`src/design/rcp_pkg.sv`:
```
// Package with register indices, modes and timing constants for the reference clock PLL control
package rcp_pkg;
	// Register indices as printed
	localparam logic [31:0] REG_CLOCK_OUTPUT_ENABLE = 32'h0000_4e8e;
	localparam logic [31:0] REG_CLOCK_OUTPUT_FREQUENCY = 32'h0000_4e8f;
	localparam logic [31:0] REG_REFERENCE_FREQUENCY = 32'h0000_4eac;
	localparam logic [31:0] REG_CLOCK_SOURCE_SELECT = 32'h0000_4ee8;
	localparam logic [31:0] REG_SAMPLE_RATE_SETTING = 32'h0000_4e20;
	localparam logic [31:0] REG_CARD_COMMAND = 32'h0000_4e21;
	localparam logic [31:0] REG_CLOCK_STATUS = 32'h0000_4e22;
	// Clock source codes
	localparam logic [31:0] EXTERNAL_REFERENCE_MODE = 32'h0000_0020;
	localparam logic [31:0] BACKPLANE_REFERENCE_MODE = 32'h0000_0040;
	// Card start command bit
	localparam int CARD_START_BIT = 2;
	// Status bit positions
	localparam int STAT_LOCKED_BIT = 0;
	localparam int STAT_ERROR_BIT = 1;
	localparam int STAT_BUSY_BIT = 2;
	// Fixed backplane reference in Hz
	localparam logic [31:0] BACKPLANE_REFERENCE_HZ = 32'd100_000_000;
	// PLL synthesis limits in Hz
	localparam logic [31:0] VCO_MIN_HZ = 32'd20_000_000;
	localparam logic [31:0] VCO_MAX_HZ = 32'd500_000_000;
	localparam logic [7:0] MULT_MAX = 8'h20;
	localparam logic [7:0] DIV_MAX = 8'h20;
	// Lock wait time
	localparam int CLOCK_HZ = 40_000_000;
	localparam int LOCK_TIMEOUT_MS = 200;
	localparam int LOCK_TIMEOUT_CYCLES = LOCK_TIMEOUT_MS * (CLOCK_HZ / 1000);
	localparam int SETTLE_US = 100;
	localparam int SETTLE_CYCLES = SETTLE_US * (CLOCK_HZ / 1_000_000);
	// Controller states
	typedef enum logic [2:0] {ST_IDLE, ST_LOAD, ST_WAIT_LOCK, ST_SETTLE, ST_DONE} rcp_state_type;
endpackage

```
`src/design/rcp_clock_control.sv`:
```
// Reference clock source selection and PLL start control with register port
// How it works
// - Value 32 selects external PLL reference
// - Value 64 selects backplane PLL reference
// - Backplane reference fixed at 100 MHz
// - External mode derives sampling clock via PLL
// - PLL always used, no direct bypass
// - Unreachable rates accepted, nearest reported
// - Start loads settings, relocks only on change or when not locked
// - Start waits for lock, up to 200 ms
// - Lock failure makes start report lock error
// - Output enable drives clock, else tristate
// - Read-only output clock frequency value
// - Sample rate reads back achievable value
`timescale 1ns/1ps
module rcp_clock_control
#(
	parameter int LOCK_TIMEOUT = rcp_pkg::LOCK_TIMEOUT_CYCLES
)
(
	// Clock and reset
	input wire logic i_clk,
	input wire logic i_rst_n,
	// Register port
	input wire logic i_reg_wr,
	input wire logic i_reg_rd,
	input wire logic [31:0] i_reg_index,
	input wire logic [31:0] i_reg_wdata,
	output logic [31:0] o_reg_rdata,
	// Start answer
	output logic o_start_done,
	output logic o_lock_failure_error,
	// PLL control
	output logic [1:0] o_pll_ref_sel,
	output logic [7:0] o_pll_mult,
	output logic [7:0] o_pll_div,
	output logic o_pll_program,
	input wire logic i_pll_locked,
	// Clock output connector
	input wire logic i_sample_clk,
	output logic o_clock_out,
	output logic o_clock_out_oe
);
	// Controller state
	typedef struct packed
	{
		rcp_pkg::rcp_state_type st;
		logic [31:0] source;
		logic [31:0] ref_hz;
		logic [31:0] want_hz;
		logic out_en;
		logic dirty;
		logic locked;
		logic lock_err;
		logic [31:0] cnt;
		logic [1:0] ref_sel;
		logic [7:0] mult;
		logic [7:0] div;
		logic [31:0] out_hz;
		logic pll_load; // One-cycle strobe that loads new PLL settings
		logic done;
		logic lk_sync1;
		logic lk_sync2;
		logic [31:0] rdata;
	} rcp_ctrl_type;

	rcp_ctrl_type r;
	rcp_ctrl_type next_r;
	logic solve_go;
	logic solve_busy;
	logic [31:0] solve_rate;
	logic [7:0] solve_mult;
	logic [7:0] solve_div;
	logic [31:0] eff_ref;

	// Decode a register index
	function automatic logic is_reg(input logic [31:0] idx, input logic [31:0] which);
		is_reg = (idx == which);
	endfunction

	// Reference in use for the selected source
	always_comb
	begin
		if (r.source == rcp_pkg::BACKPLANE_REFERENCE_MODE)
			eff_ref = rcp_pkg::BACKPLANE_REFERENCE_HZ;
		else
			eff_ref = r.ref_hz;
	end

	// Recompute best rate whenever clock settings are written
	assign solve_go = i_reg_wr && (is_reg(i_reg_index, rcp_pkg::REG_CLOCK_SOURCE_SELECT)
		|| is_reg(i_reg_index, rcp_pkg::REG_REFERENCE_FREQUENCY)
		|| is_reg(i_reg_index, rcp_pkg::REG_SAMPLE_RATE_SETTING));

	rcp_rate_solver u_solver
	(
		.i_clk(i_clk),
		.i_rst_n(i_rst_n),
		.i_go(solve_go),
		.i_ref_hz(eff_ref),
		.i_want_hz(r.want_hz),
		.o_busy(solve_busy),
		.o_rate_hz(solve_rate),
		.o_mult(solve_mult),
		.o_div(solve_div)
	);

	// Register writes, reads and start sequence
	always_comb
	begin
		next_r = r;
		next_r.pll_load = 1'b0;
		next_r.done = 1'b0;
		next_r.lk_sync1 = i_pll_locked;
		next_r.lk_sync2 = r.lk_sync1;
		// Register writes; source, reference and rate writes mark clock settings as changed
		if (i_reg_wr)
		begin
			if (is_reg(i_reg_index, rcp_pkg::REG_CLOCK_SOURCE_SELECT))
			begin
				next_r.source = i_reg_wdata;
				next_r.dirty = 1'b1;
			end
			if (is_reg(i_reg_index, rcp_pkg::REG_REFERENCE_FREQUENCY))
			begin
				next_r.ref_hz = i_reg_wdata;
				next_r.dirty = 1'b1;
			end
			if (is_reg(i_reg_index, rcp_pkg::REG_SAMPLE_RATE_SETTING))
			begin
				next_r.want_hz = i_reg_wdata;
				next_r.dirty = 1'b1;
			end
			if (is_reg(i_reg_index, rcp_pkg::REG_CLOCK_OUTPUT_ENABLE))
				next_r.out_en = i_reg_wdata[0];
		end
		// Read mux, data from flip-flop
		if (i_reg_rd)
		begin
			if (is_reg(i_reg_index, rcp_pkg::REG_CLOCK_SOURCE_SELECT))
				next_r.rdata = r.source;
			else if (is_reg(i_reg_index, rcp_pkg::REG_REFERENCE_FREQUENCY))
				next_r.rdata = r.ref_hz;
			else if (is_reg(i_reg_index, rcp_pkg::REG_SAMPLE_RATE_SETTING))
				next_r.rdata = solve_rate;
			else if (is_reg(i_reg_index, rcp_pkg::REG_CLOCK_OUTPUT_ENABLE))
				next_r.rdata = {31'h0, r.out_en};
			else if (is_reg(i_reg_index, rcp_pkg::REG_CLOCK_OUTPUT_FREQUENCY))
				next_r.rdata = r.out_hz;
			else if (is_reg(i_reg_index, rcp_pkg::REG_CLOCK_STATUS))
				next_r.rdata = {29'h0, r.st != rcp_pkg::ST_IDLE, r.lock_err, r.locked};
			else
				next_r.rdata = 32'h0000_0000;
		end
		// Start sequencer
		case (r.st)
			rcp_pkg::ST_IDLE:
			begin
				if (i_reg_wr && is_reg(i_reg_index, rcp_pkg::REG_CARD_COMMAND)
					&& i_reg_wdata[rcp_pkg::CARD_START_BIT])
					next_r.st = rcp_pkg::ST_LOAD;
			end
			rcp_pkg::ST_LOAD:
			begin
				// Wait for best rate search, then load into PLL if settings changed or not locked
				if (!solve_busy)
				begin
					if (r.dirty || !r.locked)
					begin
						if (r.source == rcp_pkg::EXTERNAL_REFERENCE_MODE)
							next_r.ref_sel = 2'h1;
						else if (r.source == rcp_pkg::BACKPLANE_REFERENCE_MODE)
							next_r.ref_sel = 2'h2;
						else
							next_r.ref_sel = 2'h0;
						next_r.mult = solve_mult;
						next_r.div = solve_div;
						next_r.pll_load = 1'b1;
						next_r.locked = 1'b0;
						next_r.lock_err = 1'b0;
						next_r.dirty = 1'b0;
						next_r.cnt = 32'h0000_0000;
						next_r.st = rcp_pkg::ST_WAIT_LOCK;
					end
					else
						next_r.st = rcp_pkg::ST_DONE;
				end
			end
			rcp_pkg::ST_WAIT_LOCK:
			begin
				// Wait for lock, bounded by the longest lock time
				next_r.cnt = r.cnt + 32'h0000_0001;
				if (r.lk_sync2)
				begin
					next_r.cnt = 32'h0000_0000;
					next_r.st = rcp_pkg::ST_SETTLE;
				end
				else if (r.cnt >= LOCK_TIMEOUT - 1)
				begin
					next_r.lock_err = 1'b1;
					next_r.st = rcp_pkg::ST_DONE;
				end
			end
			rcp_pkg::ST_SETTLE:
			begin
				// Lock must hold continuously before it counts
				next_r.cnt = r.cnt + 32'h0000_0001;
				if (!r.lk_sync2)
					next_r.st = rcp_pkg::ST_WAIT_LOCK;
				else if (r.cnt >= rcp_pkg::SETTLE_CYCLES - 1)
				begin
					next_r.locked = 1'b1;
					next_r.out_hz = solve_rate;
					next_r.st = rcp_pkg::ST_DONE;
				end
			end
			rcp_pkg::ST_DONE:
			begin
				next_r.done = 1'b1;
				next_r.st = rcp_pkg::ST_IDLE;
			end
			default:
				next_r.st = rcp_pkg::ST_IDLE;
		endcase
	end

	// State register
	always_ff @(posedge i_clk or negedge i_rst_n)
	begin
		if (!i_rst_n)
			r <= '{st: rcp_pkg::ST_IDLE, source: 32'h0000_0000, ref_hz: 32'h0000_0000, want_hz: 32'h0000_0000,
				out_en: 1'b0, dirty: 1'b1, locked: 1'b0, lock_err: 1'b0, cnt: 32'h0000_0000,
				ref_sel: 2'h0, mult: 8'h01, div: 8'h01, out_hz: 32'h0000_0000, pll_load: 1'b0,
				done: 1'b0, lk_sync1: 1'b0, lk_sync2: 1'b0, rdata: 32'h0000_0000};
		else
			r <= next_r;
	end

	// Outputs
	assign o_reg_rdata = r.rdata;
	assign o_start_done = r.done;
	assign o_lock_failure_error = r.done & r.lock_err;
	assign o_pll_ref_sel = r.ref_sel;
	assign o_pll_mult = r.mult;
	assign o_pll_div = r.div;
	assign o_pll_program = r.pll_load;
	assign o_clock_out = i_sample_clk & r.out_en;
	assign o_clock_out_oe = r.out_en;
endmodule

```
`src/design/rcp_rate_solver.sv`:
```
// Best achievable sample rate search over multiplier and divider pairs
`timescale 1ns/1ps
module rcp_rate_solver
(
	// Clock and reset
	input wire logic i_clk,
	input wire logic i_rst_n,
	// Request
	input wire logic i_go,
	input wire logic [31:0] i_ref_hz,
	input wire logic [31:0] i_want_hz,
	// Result
	output logic o_busy,
	output logic [31:0] o_rate_hz,
	output logic [7:0] o_mult,
	output logic [7:0] o_div
);
	// Solver state
	typedef struct packed
	{
		logic busy;
		logic [7:0] m;
		logic [7:0] d;
		logic [31:0] best_err;
		logic [31:0] rate;
		logic [7:0] bm;
		logic [7:0] bd;
	} rcp_solver_type;

	rcp_solver_type r;
	rcp_solver_type next_r;
	logic [39:0] vco;
	logic [39:0] cand;
	logic [31:0] err;

	// Candidate rate for current pair
	always_comb
	begin
		vco = {8'h00, i_ref_hz} * {32'h0000_0000, r.m};
		cand = vco / {32'h0000_0000, r.d};
		err = (cand[31:0] > i_want_hz) ? cand[31:0] - i_want_hz : i_want_hz - cand[31:0];
	end

	// Walk all pairs keeping the closest legal one
	always_comb
	begin
		next_r = r;
		if (i_go)
		begin
			next_r.busy = 1'b1;
			next_r.m = 8'h01;
			next_r.d = 8'h01;
			next_r.best_err = 32'hffff_ffff;
		end
		else if (r.busy)
		begin
			// VCO must stay in range; unreachable rates fall back to nearest
			if (vco >= {8'h00, rcp_pkg::VCO_MIN_HZ} && vco <= {8'h00, rcp_pkg::VCO_MAX_HZ}
				&& cand[39:32] == 8'h00 && err < r.best_err)
			begin
				next_r.best_err = err;
				next_r.rate = cand[31:0];
				next_r.bm = r.m;
				next_r.bd = r.d;
			end
			if (r.d == rcp_pkg::DIV_MAX)
			begin
				next_r.d = 8'h01;
				if (r.m == rcp_pkg::MULT_MAX)
					next_r.busy = 1'b0;
				else
					next_r.m = r.m + 8'h01;
			end
			else
				next_r.d = r.d + 8'h01;
		end
	end

	// State register
	always_ff @(posedge i_clk or negedge i_rst_n)
	begin
		if (!i_rst_n)
			r <= '{busy: 1'b0, m: 8'h01, d: 8'h01, best_err: 32'hffff_ffff, rate: 32'h0000_0000,
				bm: 8'h01, bd: 8'h01};
		else
			r <= next_r;
	end

	// Outputs
	assign o_busy = r.busy | i_go;
	assign o_rate_hz = r.rate;
	assign o_mult = r.bm;
	assign o_div = r.bd;
endmodule

```
`config.mk`:
```
export PLATFORM = sky130hd
export DESIGN_NAME = rcp_clock_control
export DESIGN_NICKNAME = d
export VERILOG_FILES = /design/src/design/rcp_pkg.sv /design/src/design/rcp_clock_control.sv /design/src/design/rcp_rate_solver.sv
export SDC_FILE = /design/constraint.sdc
export NUM_CORES = 2
export LEC_CHECK = 0
export BUFFER_PORTS_ARGS = -buffer_cell sky130_fd_sc_hd__buf_2
export CAP_MARGIN = 20
export CORE_MARGIN = 5
export CORE_UTILIZATION = 30
export DETAILED_ROUTE_END_ITERATION = 12
export HOLD_SLACK_MARGIN = 0.03
export PLACE_DENSITY_LB_ADDON = 0.05
export SYNTH_ARGS = -nofsm -noshare
export SYNTH_HDL_FRONTEND = slang
export SYNTH_HIERARCHICAL = 1
export SYNTH_SLANG_ARGS = --single-unit
```
`constraint.sdc`:
```
create_clock -name i_clk -period 179.6 [get_ports i_clk]
set_clock_uncertainty 0.15 [all_clocks]
set_input_delay 0 -clock i_clk [delete_from_list [all_inputs] [get_ports i_clk]]
set_output_delay 0 -clock i_clk [all_outputs]
set_load 0.05 [all_outputs]
```
==> metrics.cfg <==
[routing]
route.met2.wl_mm=98.7
top_layer_used=met4
avgRoutedWirePerCell_um=22.1
dr.pass1.iters=6
routed_wl_mm=214
wl_met3_mm=6.06
antenna_left=0
drt_iter0_markers=3690
via_count=53974
drt-met1-wl_mm=104
viasPerCell=5.57
drc=0

[place]
place_ws_ns=27.51
routabilityCongestion=0.905
portBuffers=124
hpwl_mm=173

[timing]
tns_ns=0
slew_headroom_pct=24.4
fmax_mhz=6.57
rsz0062_at_grt=no
post-route-period-util_pct=84.7
finalMaxSlewViolations=0
fin_ws_ns=27.45
hold_violations=0
tightest_slew_ns=1.12
setup_viol_count_final=0
finalCriticalPeriod_ns=152.15

[floorplan]
die_height_um=441
die-area_sq_mm=0.194
start_util_pct=30.1
pin_count=125
core_area_sq_mm=0.185
fp.dieW_um=441
num_rows=158

[worst_setup_path]
critical-path-max-stage-delay_ns=0.87
cp_max_fo=51
crit_path_end_kind=flop
path_class=reg2reg
crit_required_ns=179.94
cpMostUsedCell=o21a_1
start_kind=flop
crit_path_top_delay_cell=or4_1
arrival_ns=152.50

[cts]
cts.htree.levels=2
root_buffer=clkbuf_16
post_cts_buffers=0
clock_path_buffers=3
clock-sinks=318
worstSkewPairLatency_ns=0.66
clk_pin_slew_ns=0.06
cts_tree=done
cts_buffers=44

[synthesis]
ys_warn_count=6
synth_most_common_cell=nand2_1
synth_edf_count=0
yosys-top-cells-area=dfrtp_1 13%, ha_1 10%, fa_1 6.5%
synth_cell_types=142
synth-main-ff-cell=dfrtp_1
synth_top_area_share_pct=12.5
synthArstFlopShare_pct=100
synth.yosys.seq_area_share_pct=14.4
synth_fp_nets=7946
syn_avg_cell_area_sq_um=7.69
synth-seq-cells=318
synthCells=7241
synth_common_cells=667 x nand2_1, 613 x nor2_1, 453 x ha_1
synth_top_area_cell=dfrtp_1
synth_area_sq_mm=0.0557

[global_route]
globalRouteOverflowTotal=0
antenna_found_initial=15
grt_max_degree=140
grt_pass1_wl_mm=329
grt_pass1_vias=52399
grt_use_total_pct=21.4

[status]
outcome=completed

[layout]
nets=7881
final_core_util_pct=32.6
syn2layout_area_growth_pct=8.34
drive_above_1_share_pct=10.2

[flow_run]
drv_cap=0

[min_path]
hp-class=in2reg

-- worst max-delay path, delay by kind of cell, from the launching register on --
family | cells | cell delay (ns)
simple gates | 250 | 65.66
compound gates | 415 | 91.09
xor+xnor | 3 | 0.68
fa+ha+maj | 60 | 18.72
flops | 1 | 0.39
mux | 11 | 3.15
buf+inv | 74 | 16.44
-- state kept, by name (all words and copies together), names as in the netlist --
register / cells
o_pll_ref_sel: 2
r: 167
u_solver/o_div: 8
o_clock_out_oe: 1
o_pll_div: 8
o_pll_mult: 8
o_start_done: 1
o_pll_program: 1
o_reg_rdata: 32
u_solver/o_mult: 8
next_r: 1
u_solver/r: 49
u_solver/o_rate_hz: 32
-- path summary, 6_finish.rpt --
check	slack, ns	to	from	cells after the start
min	0.06	r[185]	i_reg_wr	4
min in group asynchronous	0.41	u_solver/r[88]	i_rst_n	3
max reg2reg	27.45	u_solver/o_rate_hz[0]	r[204]	635
min reg2reg	0.20	r[32]	next_r[32]	0
max in group asynchronous	177.94	r[131]	i_rst_n	4
max	27.45	u_solver/o_rate_hz[0]	r[204]	813
-- logic make-up after synthesis --
group                      count (synthesis)  share of synthesized area (%)
xor gates and xnor gates                 344                           5.41
muxes                                    278                           5.44
buffers and inverters                    748                           5.96
AOI/OAI and AO/OA                       1983                           24.5
adders and majority gates                639                           16.8
and+or+nand+nor                         2931                           27.5
DFF                                      318                           14.4
-- metal layers --
layer	vias to the layer above	track usage, %
met3	186	1.35
met2	998	35.9
met5	-	0
li1	26345	-
met1	26445	30.1
met4	0	4.94
-- layout make-up --
type                    instances  area [sq um]
diodes                          6          15.0
inverters                     382          1440
clock inverters                21           285
flip-flops and latches        318          8010
well taps                    2480          3100
fillers                     19938        125000
clock buffers                  60          1250
multi-input cells            6175         44400
repair buffers                255          1800
-- repair_timing --
item | 4_1_cts | 5_1_grt
hold endpoints to repair | 362 | 0
resized for setup | 0 | 0
hold buffers | 58 | 0
-- cell usage in the layout, fill, tap and decap left out, types with 78 or more instances in the layout --
cell type and count:
inv_1 349, a21o_1 131, nand3_1 193, nor2_1 613, or2_2 81, o21ai_0 307
nor4_1 78, o31ai_1 115, mux2i_1 89, mux2_2 173, nand4_1 111, xor2_1 119
xnor2_1 225, nor3_1 321, nand2_1 667, nand2b_1 89, dfrtp_1 279, fa_1 182
buf_2 125, o21a_1 242, a21oi_1 429, ha_1 453, and2_1 290, a31oi_1 98
-- per-stage QoR --
step                cells  hold WS, ns  area [sq um]
global placement     9546      -0.0934         58100
CTS                  9687       0.0322         60200
global route         9692       0.0447         60300
detailed placement   9548      -0.0911         58100
finish               9697       0.0564         60300
floorplan            7241       -0.446         55700
Power is not shown: default switching activity piles up to over one toggle a cycle in this logic, so the estimate is an artifact.
